**config.mk**
```make
export PLATFORM = sky130hd
export DESIGN_NAME = opcct_timer
export DESIGN_NICKNAME = d
export VERILOG_FILES = /design/src/include/opcct_pkg.sv /design/src/design/opcct_timer.sv /design/src/design/opcct_prescaler.sv
export VERILOG_INCLUDE_DIRS = /design/src /design/src/include
export SDC_FILE = /design/constraint.sdc
export NUM_CORES = 1
export LEC_CHECK = 0
export ABC_CLOCK_PERIOD_IN_PS = 4000
export BUFFER_PORTS_ARGS = -buffer_cell sky130_fd_sc_hd__buf_2
export CAP_MARGIN = 10
export CORE_ASPECT_RATIO = 1.1
export CORE_MARGIN = 2
export CORE_UTILIZATION = 60
export CTS_CLUSTER_SIZE = 10
export DETAILED_ROUTE_END_ITERATION = 16
export PLACE_DENSITY = 0.78
export RECOVER_POWER = 25
export SLEW_MARGIN = 20
export SYNTH_ARGS = -nofsm -noshare
export SYNTH_HDL_FRONTEND = slang
export SYNTH_SLANG_ARGS = --single-unit
export TNS_END_PERCENT = 100
```
**constraint.sdc**
```tcl
create_clock -name clk -period 4 [get_ports clk]
set_input_delay 0.4 -clock clk [delete_from_list [all_inputs] [get_ports clk]]
set_output_delay 0.4 -clock clk [all_outputs]
set_load 0.02 [all_outputs]
```
**src/include/opcct_defines.svh**
```systemverilog
// Constants of the one-pulse capture/compare timer: offsets, reset values,
// flag positions and timing counts. Included by the package, the timer, the prescaler and the bench.
`ifndef OPCCT_DEFINES_SVH
`define OPCCT_DEFINES_SVH

// ********************************
// Register offsets
// ********************************
`define OPCCT_ADDR_CTRL_A 4'h0
`define OPCCT_ADDR_CTRL_B 4'h1
`define OPCCT_ADDR_STATUS 4'h2
`define OPCCT_ADDR_CAP1_H 4'h3
`define OPCCT_ADDR_CAP1_L 4'h4
`define OPCCT_ADDR_CMP1_H 4'h5
`define OPCCT_ADDR_CMP1_L 4'h6
`define OPCCT_ADDR_CAP2_H 4'h7
`define OPCCT_ADDR_CAP2_L 4'h8
`define OPCCT_ADDR_CMP2_H 4'h9
`define OPCCT_ADDR_CMP2_L 4'ha
`define OPCCT_ADDR_CNT_H 4'hb
`define OPCCT_ADDR_CNT_L 4'hc

// ********************************
// Reset values
// ********************************
`define OPCCT_RST_CTRL 8'h00
`define OPCCT_RST_CMP1_H 8'h80
`define OPCCT_RST_CMP1_L 8'h00
`define OPCCT_RST_CMP2 16'hffff
`define OPCCT_RST_CAP 16'h0000
`define OPCCT_RST_CNT 16'hfffc

// ********************************
// Flag positions inside the 4-bit flag vector (status bits 7:4)
// ********************************
`define OPCCT_FLAG_CAP1 3
`define OPCCT_FLAG_CMP1 2
`define OPCCT_FLAG_CAP2 1
`define OPCCT_FLAG_CMP2 0

// ********************************
// Trigger load values and prescaler factors
// ********************************
`define OPCCT_TRIG_CNT_LOAD 16'hfffc
`define OPCCT_TRIG_CAP_LOAD 16'hfffd
`define OPCCT_PRESCALE_FACTOR_F0 13'h0002
`define OPCCT_PRESCALE_FACTOR_F1 13'h0004
`define OPCCT_PRESCALE_FACTOR_F2 13'h0008
`define OPCCT_PRESCALE_FACTOR_F3 13'h1f40
`define OPCCT_PRESCALE_FACTOR_RESTART 13'h0001

`endif

```
**src/include/opcct_pkg.sv**
```systemverilog
// Types of the one-pulse capture/compare timer.
// Assumes opcct_defines.svh is on the include path.
`include "opcct_defines.svh"

package opcct_pkg;

    typedef struct packed {
        logic capture_irq_enable;
        logic compare_irq_enable;
        logic [1:0] spare;
        logic edge_two_select;
        logic trigger_edge_select;
        logic during_pulse_level;
        logic after_pulse_level;
    } opcct_ctrl_a_t;

    typedef struct packed {
        logic compare_pin_enable;
        logic spare_hi;
        logic pwm_select;
        logic single_pulse_select;
        logic [1:0] spare_lo;
        logic [1:0] prescale_select;
    } opcct_ctrl_b_t;

endpackage

```
**src/design/opcct_timer.sv**
```systemverilog
// Free-running 16-bit timer with capture, compare and one-pulse generation.
// Assumes a plain register port from logic on clk; pins are asynchronous.
//
// The strobed register port and the register addresses were decided locally.
`timescale 1ns/1ps
`include "opcct_defines.svh"

module opcct_timer
    import opcct_pkg::*;
(
    input wire logic clk,
    input wire logic nrst,
    input wire logic [3:0] addr,
    input wire logic [7:0] wr_data,
    input wire logic wr_en,
    input wire logic rd_en,
    output logic [7:0] rd_data,
    input wire logic trigger_input_pin,
    input wire logic second_capture_pin,
    output logic pulse_output_pin,
    output logic pulse_output_enable,
    output logic timer_irq
);

    // ********************************
    // Pin synchronisers
    // ********************************
    logic [2:0] trig_sync_ff, nxt_trig_sync;
    logic [2:0] cap2_sync_ff, nxt_cap2_sync;

    always_comb begin
        nxt_trig_sync = {trig_sync_ff[1:0], trigger_input_pin};
        nxt_cap2_sync = {cap2_sync_ff[1:0], second_capture_pin};
    end

    always_ff @(posedge clk or negedge nrst) begin
        if (!nrst) begin
            trig_sync_ff <= 3'h0;
            cap2_sync_ff <= 3'h0;
        end else begin
            trig_sync_ff <= nxt_trig_sync;
            cap2_sync_ff <= nxt_cap2_sync;
        end
    end

    // ********************************
    // State
    // ********************************
    opcct_ctrl_a_t ctrl_a_ff, nxt_ctrl_a;
    opcct_ctrl_b_t ctrl_b_ff, nxt_ctrl_b;
    logic [3:0] flags_ff, nxt_flags;
    logic [3:0] armed_ff, nxt_armed;
    logic [15:0] cnt_ff, nxt_cnt;
    logic [15:0] cap1_ff, nxt_cap1;
    logic [15:0] cap2_ff, nxt_cap2;
    logic [15:0] cmp1_ff, nxt_cmp1;
    logic [15:0] cmp2_ff, nxt_cmp2;
    logic pulse_level_ff, nxt_pulse_level;
    logic pin_en_ff, nxt_pin_en;
    logic irq_ff, nxt_irq;
    logic [7:0] rd_data_ff, nxt_rd_data;

    logic tick;
    logic opm_active;
    logic trig_edge;
    logic cap2_edge;
    logic opm_trig;
    logic cmp1_hit;
    logic cmp2_hit;
    logic [3:0] flag_set;
    logic [3:0] flag_clr;
    logic status_rd;

    function automatic logic edge_seen(input logic [2:0] sync, input logic rising);
        edge_seen = rising ? (sync[1] & ~sync[2]) : (~sync[1] & sync[2]);
    endfunction

    function automatic logic touched(input logic [3:0] a, input logic acc,
                                     input logic [3:0] target);
        touched = acc && (a == target);
    endfunction

    // PWM takes precedence, so single-pulse logic is only live without it
    assign opm_active = ctrl_b_ff.single_pulse_select & ~ctrl_b_ff.pwm_select;
    assign trig_edge = edge_seen(trig_sync_ff, ctrl_a_ff.trigger_edge_select);
    assign cap2_edge = edge_seen(cap2_sync_ff, ctrl_a_ff.edge_two_select);
    assign opm_trig = opm_active & trig_edge;
    assign cmp1_hit = tick & (cnt_ff == cmp1_ff);
    assign cmp2_hit = tick & (cnt_ff == cmp2_ff);
    assign status_rd = touched(addr, rd_en, `OPCCT_ADDR_STATUS);

    opcct_prescaler #(
        .CNT_W(13)
    ) u_prescale_factor (
        .clk(clk),
        .nrst(nrst),
        .prescale_select(ctrl_b_ff.prescale_select),
        .restart(opm_trig),
        .tick(tick)
    );

    always_comb begin
        nxt_ctrl_a = ctrl_a_ff;
        nxt_ctrl_b = ctrl_b_ff;
        nxt_cmp1 = cmp1_ff;
        nxt_cmp2 = cmp2_ff;
        nxt_cap1 = cap1_ff;
        nxt_cap2 = cap2_ff;
        nxt_cnt = cnt_ff;
        nxt_pulse_level = pulse_level_ff;

        // Software writes
        if (wr_en) begin
            unique case (addr)
                `OPCCT_ADDR_CTRL_A: nxt_ctrl_a = opcct_ctrl_a_t'(wr_data);
                `OPCCT_ADDR_CTRL_B: nxt_ctrl_b = opcct_ctrl_b_t'(wr_data);
                `OPCCT_ADDR_CMP1_H: nxt_cmp1[15:8] = wr_data;
                `OPCCT_ADDR_CMP1_L: nxt_cmp1[7:0] = wr_data;
                `OPCCT_ADDR_CMP2_H: nxt_cmp2[15:8] = wr_data;
                `OPCCT_ADDR_CMP2_L: nxt_cmp2[7:0] = wr_data;
                default: ;
            endcase
        end

        // Counter: trigger reload beats the tick
        if (opm_trig) begin
            nxt_cnt = `OPCCT_TRIG_CNT_LOAD;
        end else if (tick) begin
            nxt_cnt = cnt_ff + 16'h0001;
        end

        // Capture one: fixed value in single-pulse mode, counter otherwise
        if (opm_trig) begin
            nxt_cap1 = `OPCCT_TRIG_CAP_LOAD;
        end else if (trig_edge) begin
            nxt_cap1 = cnt_ff;
        end
        if (cap2_edge) begin
            nxt_cap2 = cnt_ff;
        end

        // Output level; compare two never touches it
        if (opm_trig) begin
            nxt_pulse_level = ctrl_a_ff.during_pulse_level;
        end else if (cmp1_hit) begin
            nxt_pulse_level = ctrl_a_ff.after_pulse_level;
        end
    end

    // ********************************
    // Flags and two-step clear
    // ********************************
    always_comb begin
        flag_set = 4'h0;
        flag_set[`OPCCT_FLAG_CAP1] = trig_edge & (opm_active | ~ctrl_b_ff.single_pulse_select);
        flag_set[`OPCCT_FLAG_CMP1] = cmp1_hit & ~opm_active;
        flag_set[`OPCCT_FLAG_CAP2] = cap2_edge;
        flag_set[`OPCCT_FLAG_CMP2] = cmp2_hit;
        flag_clr = 4'h0;
        flag_clr[`OPCCT_FLAG_CAP1] = touched(addr, rd_en | wr_en, `OPCCT_ADDR_CAP1_L);
        flag_clr[`OPCCT_FLAG_CMP1] = touched(addr, rd_en | wr_en, `OPCCT_ADDR_CMP1_L);
        flag_clr[`OPCCT_FLAG_CAP2] = touched(addr, rd_en | wr_en, `OPCCT_ADDR_CAP2_L);
        flag_clr[`OPCCT_FLAG_CMP2] = touched(addr, rd_en | wr_en, `OPCCT_ADDR_CMP2_L);
        flag_clr = flag_clr & armed_ff;
        // A new event in the clearing cycle survives
        nxt_flags = (flags_ff & ~flag_clr) | flag_set;
        nxt_armed = armed_ff & ~flag_clr & nxt_flags;
        if (status_rd) begin
            nxt_armed = flags_ff & ~flag_clr;
        end
        nxt_irq = (ctrl_a_ff.capture_irq_enable
                   & (flags_ff[`OPCCT_FLAG_CAP1] | flags_ff[`OPCCT_FLAG_CAP2]))
                | (ctrl_a_ff.compare_irq_enable
                   & (flags_ff[`OPCCT_FLAG_CMP1] | flags_ff[`OPCCT_FLAG_CMP2]));
        nxt_pin_en = ctrl_b_ff.compare_pin_enable;
    end

    // ********************************
    // Read port
    // ********************************
    always_comb begin
        nxt_rd_data = 8'h00;
        if (rd_en) begin
            unique case (addr)
                `OPCCT_ADDR_CTRL_A: nxt_rd_data = ctrl_a_ff;
                `OPCCT_ADDR_CTRL_B: nxt_rd_data = ctrl_b_ff;
                `OPCCT_ADDR_STATUS: nxt_rd_data = {flags_ff, 4'h0};
                `OPCCT_ADDR_CAP1_H: nxt_rd_data = cap1_ff[15:8];
                `OPCCT_ADDR_CAP1_L: nxt_rd_data = cap1_ff[7:0];
                `OPCCT_ADDR_CMP1_H: nxt_rd_data = cmp1_ff[15:8];
                `OPCCT_ADDR_CMP1_L: nxt_rd_data = cmp1_ff[7:0];
                `OPCCT_ADDR_CAP2_H: nxt_rd_data = cap2_ff[15:8];
                `OPCCT_ADDR_CAP2_L: nxt_rd_data = cap2_ff[7:0];
                `OPCCT_ADDR_CMP2_H: nxt_rd_data = cmp2_ff[15:8];
                `OPCCT_ADDR_CMP2_L: nxt_rd_data = cmp2_ff[7:0];
                `OPCCT_ADDR_CNT_H: nxt_rd_data = cnt_ff[15:8];
                `OPCCT_ADDR_CNT_L: nxt_rd_data = cnt_ff[7:0];
                default: nxt_rd_data = 8'h00;
            endcase
        end
    end

    always_ff @(posedge clk or negedge nrst) begin
        if (!nrst) begin
            ctrl_a_ff <= opcct_ctrl_a_t'(`OPCCT_RST_CTRL);
            ctrl_b_ff <= opcct_ctrl_b_t'(`OPCCT_RST_CTRL);
            cmp1_ff <= {`OPCCT_RST_CMP1_H, `OPCCT_RST_CMP1_L};
            cmp2_ff <= `OPCCT_RST_CMP2;
            cap1_ff <= `OPCCT_RST_CAP;
            cap2_ff <= `OPCCT_RST_CAP;
            cnt_ff <= `OPCCT_RST_CNT;
            flags_ff <= 4'h0;
            armed_ff <= 4'h0;
            pulse_level_ff <= 1'b0;
            pin_en_ff <= 1'b0;
            irq_ff <= 1'b0;
            rd_data_ff <= 8'h00;
        end else begin
            ctrl_a_ff <= nxt_ctrl_a;
            ctrl_b_ff <= nxt_ctrl_b;
            cmp1_ff <= nxt_cmp1;
            cmp2_ff <= nxt_cmp2;
            cap1_ff <= nxt_cap1;
            cap2_ff <= nxt_cap2;
            cnt_ff <= nxt_cnt;
            flags_ff <= nxt_flags;
            armed_ff <= nxt_armed;
            pulse_level_ff <= nxt_pulse_level;
            pin_en_ff <= nxt_pin_en;
            irq_ff <= nxt_irq;
            rd_data_ff <= nxt_rd_data;
        end
    end

    assign rd_data = rd_data_ff;
    assign pulse_output_pin = pulse_level_ff;
    assign pulse_output_enable = pin_en_ff;
    assign timer_irq = irq_ff;

    // Cycles since an undisturbed trigger at the shortest setting
    logic [3:0] short_age_ff, nxt_short_age;

    always_comb begin
        nxt_short_age = 4'h0;
        if (opm_trig && !wr_en && ctrl_b_ff.prescale_select == 2'h0
                && cmp1_ff == 16'h0000) begin
            nxt_short_age = 4'h1;
        end else if (short_age_ff != 4'h0 && short_age_ff != 4'hf && !wr_en && !opm_trig) begin
            nxt_short_age = short_age_ff + 4'h1;
        end
    end

    always_ff @(posedge clk or negedge nrst) begin
        if (!nrst) begin
            short_age_ff <= 4'h0;
        end else begin
            short_age_ff <= nxt_short_age;
        end
    end
endmodule

```
**src/design/opcct_prescaler.sv**
```systemverilog
// Prescaler of the timer: one-cycle tick every 2, 4, 8 or 8000 clocks.
// Assumes restart comes from logic on the same clock.
`timescale 1ns/1ps
`include "opcct_defines.svh"

module opcct_prescaler
    import opcct_pkg::*;
#(
    parameter int CNT_W = 13
) (
    input wire logic clk,
    input wire logic nrst,
    input wire logic [1:0] prescale_select,
    input wire logic restart,
    output logic tick
);

    logic [CNT_W-1:0] cnt_ff, nxt_cnt;
    logic tick_ff, nxt_tick;
    logic [CNT_W-1:0] factor;

    // ********************************
    // Divider
    // ********************************
    always_comb begin
        unique case (prescale_select)
            2'h0: factor = CNT_W'(`OPCCT_PRESCALE_FACTOR_F0);
            2'h1: factor = CNT_W'(`OPCCT_PRESCALE_FACTOR_F1);
            2'h2: factor = CNT_W'(`OPCCT_PRESCALE_FACTOR_F2);
            2'h3: factor = CNT_W'(`OPCCT_PRESCALE_FACTOR_F3);
        endcase
        nxt_tick = 1'b0;
        nxt_cnt = cnt_ff + CNT_W'(1);
        // Restart at 1 so the first tick lands a full factor after the trigger
        if (restart) begin
            nxt_cnt = CNT_W'(`OPCCT_PRESCALE_FACTOR_RESTART);
        end else if (cnt_ff >= factor - CNT_W'(1)) begin
            nxt_cnt = '0;
            nxt_tick = 1'b1;
        end
    end

    always_ff @(posedge clk or negedge nrst) begin
        if (!nrst) begin
            cnt_ff <= '0;
            tick_ff <= 1'b0;
        end else begin
            cnt_ff <= nxt_cnt;
            tick_ff <= nxt_tick;
        end
    end

    assign tick = tick_ff;
endmodule

```
==> reports/qor.yml <==
route:
  antenna_left: 0
  top_layer: "met4"
  wl_um: 19190
  drt_iter0_markers: 549
  vias: 5286
  wl_met2_um: 9325
  drt_first_pass_iters: 5
  met1Wirelength_um: 8190
  wire_per_inst_um: 23.06
  dr_wl_met3_um: 1069
  via_per_inst: 6.353
  drcViolationCount: 0
setup_path:
  cp_top_family: "buffers and inverters"
  worstSetupPathType: "in -> async"
  worstSetupEndpointType: "asynchronous set/reset pin"
  worstSetupStartpoint: "nrst"
  cp.arrival_ns: 2.92
  crit_buf_inv: 2
  slowest_stage: "clkbuf_2"
  reg2reg_slack_ns: 1.71
  reg2reg_from: "ctrl_b_ff[1]$_DFFE_PN0P_"
  r2r_cells: 7
  cp-start-kind: "input pin"
  cp_cell_sequence: "clkbuf_2, buf_4"
  max_stage_delay_ns: 1.82
  required_ns: 4.52
  worst_r2r_endpoint: "u_prescale_factor.cnt_ff[10]$_DFF_PN0_"
  path_max_fanout: 106
sta:
  setup_viol: 0
  fmax_mhz: 416.4
  rsz0062_at_grt: "false"
  finClkSkew_ns: 0.007397
  hold_viol_final: 0
  relSlewSlack: -0.7750
  period_share: 0.6004
  min_period_ns: 2.402
  slew_violations: 107
  setup_tns_ns: 0
  worstMarginPinSlew_ns: 2.663
logic_synthesis:
  yosysMostFrequentCell: "dfrtp_1"
  yosys_warnings: 0
  synth_edf_count: 0
  synth_cell_types: 67
  async_reset_ff_frac: 1.000
  yosysTopAreaCell: "dfrtp_1"
  synthFlopType: "dfrtp_1"
  synth_top_cell_area_share: 0.3656
  synth-seq-cells: 135
  syn_area_um2: 7119
  avgSynthCellArea_um2: 10.74
  synthTopCellsByCount: "104 x dfrtp_1, 72 x mux2_2, 59 x nor2_1"
  synthCells: 663
  synth_area_leaders: "dfrtp_1 37%, dfstp_2 11%, mux2_2 11%"
  ys_seq_area_frac: 0.4800
clock_tree:
  insertion_delay_ns: 0.42
  cts_hold_buf: 0
  cts_setup_buffers: 0
  clockBufferDepth: 2
  cts_resized: 0
  cts_root_buffer: "clkbuf_16"
  cts.clk_slew.worst_paths_ns: 0.06
  h-tree-depth: 4
  numCtsBuffers: 17
  cts_tree: "yes"
  numClockSinks: 135
global_routing:
  grt_pass1_wl_um: 30270
  antenna_found_initial: 0
  first_global_vias: 5287
  grt_usage: 0.3200
  grt_max_degree: 107
  overflow: 0
final_layout:
  fin_util: 0.6797
  num_antenna_cells: 0
  drive_above_1_share: 0.2771
  fin_cells: 832
  synthToLayoutAreaGrowth_pct: 10.19
  regArea_um2: 3417
  fillCellCount: 881
  fin_nets: 701
  multi_input_area_um2: 3448
status:
  violations: "max-capacitance violations, max-slew violations"
  status: "finished with violations"
floorplanning:
  die_y_um: 118.2
  die_x_um: 107.9
  dieArea_um2: 12750
  core_um2: 11540
  placementRows: 41
  io_pins: 29
  start_util: 0.6168
placement:
  place_congestion: 0.9927
  place_hpwl_um: 13710
  io_buffers: 28
  place_inst: 800
power_and_ir_drop:
  ir_drop_mv: 0.4370
  p_per_area_nw_per_um2: 668.1
  leakage_nw: 3.284
worst_hold_path:
  holdPathStages: 1
  min-delay-start: "trigger_input_pin"
  hp-class: "in -> reg"
  whs_endpoint: "trig_sync_ff[0]$_DFF_PN0_"
run:
  max_cap_violations: 1
==> final cells by class <==
type	count	area share
multi-input cells	476	0.4396
flip-flops and latches	135	0.4356
clock buffers	18	0.05471
well taps	150	0.02392
repair buffers	33	0.02265
clock inverters	14	0.02073
inverters	6	0.002871
==> where the power goes <==
| part | total, W | internal, W | switching (W) |
|---|---|---|---|
| clock | 0.00157 | 0.000935 | 0.000630 |
| sequential | 0.00242 | 0.00184 | 0.000580 |
| combinational | 0.00125 | 0.000624 | 0.000628 |
| total | 0.00524 | 0.00340 | 0.00184 |
==> worst max path at each step <==
stage                                                         to  cells past startpoint
after floorplan           u_prescale_factor.cnt_ff[10]$_DFF_PN0_                      8
after global placement                    cmp2_ff[6]$_DFFE_PN1P_                      4
after detailed placement                  cmp2_ff[6]$_DFFE_PN1P_                      4
after CTS                 u_prescale_factor.cnt_ff[10]$_DFF_PN0_                      7
after global routing                       cnt_ff[5]$_DFFE_PN1P_                      2
final                                      cnt_ff[5]$_DFFE_PN1P_                      2
==> flip-flops by register name, summed over array words and instances, names as in the netlist, 3 cells and up <==
name and count:
cap1_ff 16, cap2_ff 16, cmp1_ff 16, cmp2_ff 16, cnt_ff 16, u_prescale_factor.cnt_ff 13
ctrl_a_ff 8, rd_data 8, ctrl_b_ff 7, armed_ff 4, flags_ff 4, cap2_sync_ff 3
trig_sync_ff 3
==> metrics by stage <==
stage / cell area [um^2] / setup slack, ns / power (W) / hold WS (ns)
global placement: 7252 / 1.636 / 0.003618 / 0.3320
CTS: 7844 / 1.752 / 0.005246 / 0.06538
detailed placement: 7252 / 1.587 / 0.003670 / 0.3503
floorplan: 7123 / 2.209 / 0.003197 / 0.1044
finish: 7845 / 1.598 / 0.005241 / 0.08303
global route: 7845 / 1.112 / 0.005496 / 0.06910
==> layer usage <==
layer  global-route usage  vias to the layer above
met3              0.07005                       44
met4               0.1242                        0
met1               0.4332                     2669
met2               0.5024                      199
li1                     -                     2374
met5                    0                        -
==> cells in the final DEF (no fill, tap or decap), drive strengths merged, types with 2 or more instances in the layout <==
cell type / n
a221oi: 7
inv: 14
conb: 2
o21bai: 2
a31oi: 6
or2: 3
nand2b: 4
o22ai: 3
clkinv: 3
a32oi: 6
xor2: 29
nor4: 4
o21ai: 22
a22o: 7
a21oi: 33
nand4: 12
and3: 13
a41oi: 2
a21o: 5
dfstp: 31
and2b: 4
nand2: 49
and4: 4
nand3: 29
a22oi: 8
nor3: 3
nor2: 61
ha: 14
o31ai: 3
nand3b: 4
buf: 32
clkbuf: 19
dfrtp: 104
xnor2: 24
bufinv: 2
mux2i: 9
and2: 4
a311oi: 2
mux2: 74
nor2b: 8
==> logic make-up after synthesis <==
| family | count (synthesis) | share of synthesized area |
|---|---|---|
| and+or+nand+nor | 206 | 0.1441 |
| xor gates and xnor gates | 53 | 0.06520 |
| buffers and inverters | 53 | 0.03726 |
| DFF | 135 | 0.4800 |
| other | 1 | 0.0005267 |
| muxes | 84 | 0.1334 |
| AOI/OAI and AO/OA | 117 | 0.1149 |
| adders and majority gates | 14 | 0.02460 |
Power figures use the tool's default switching activity.
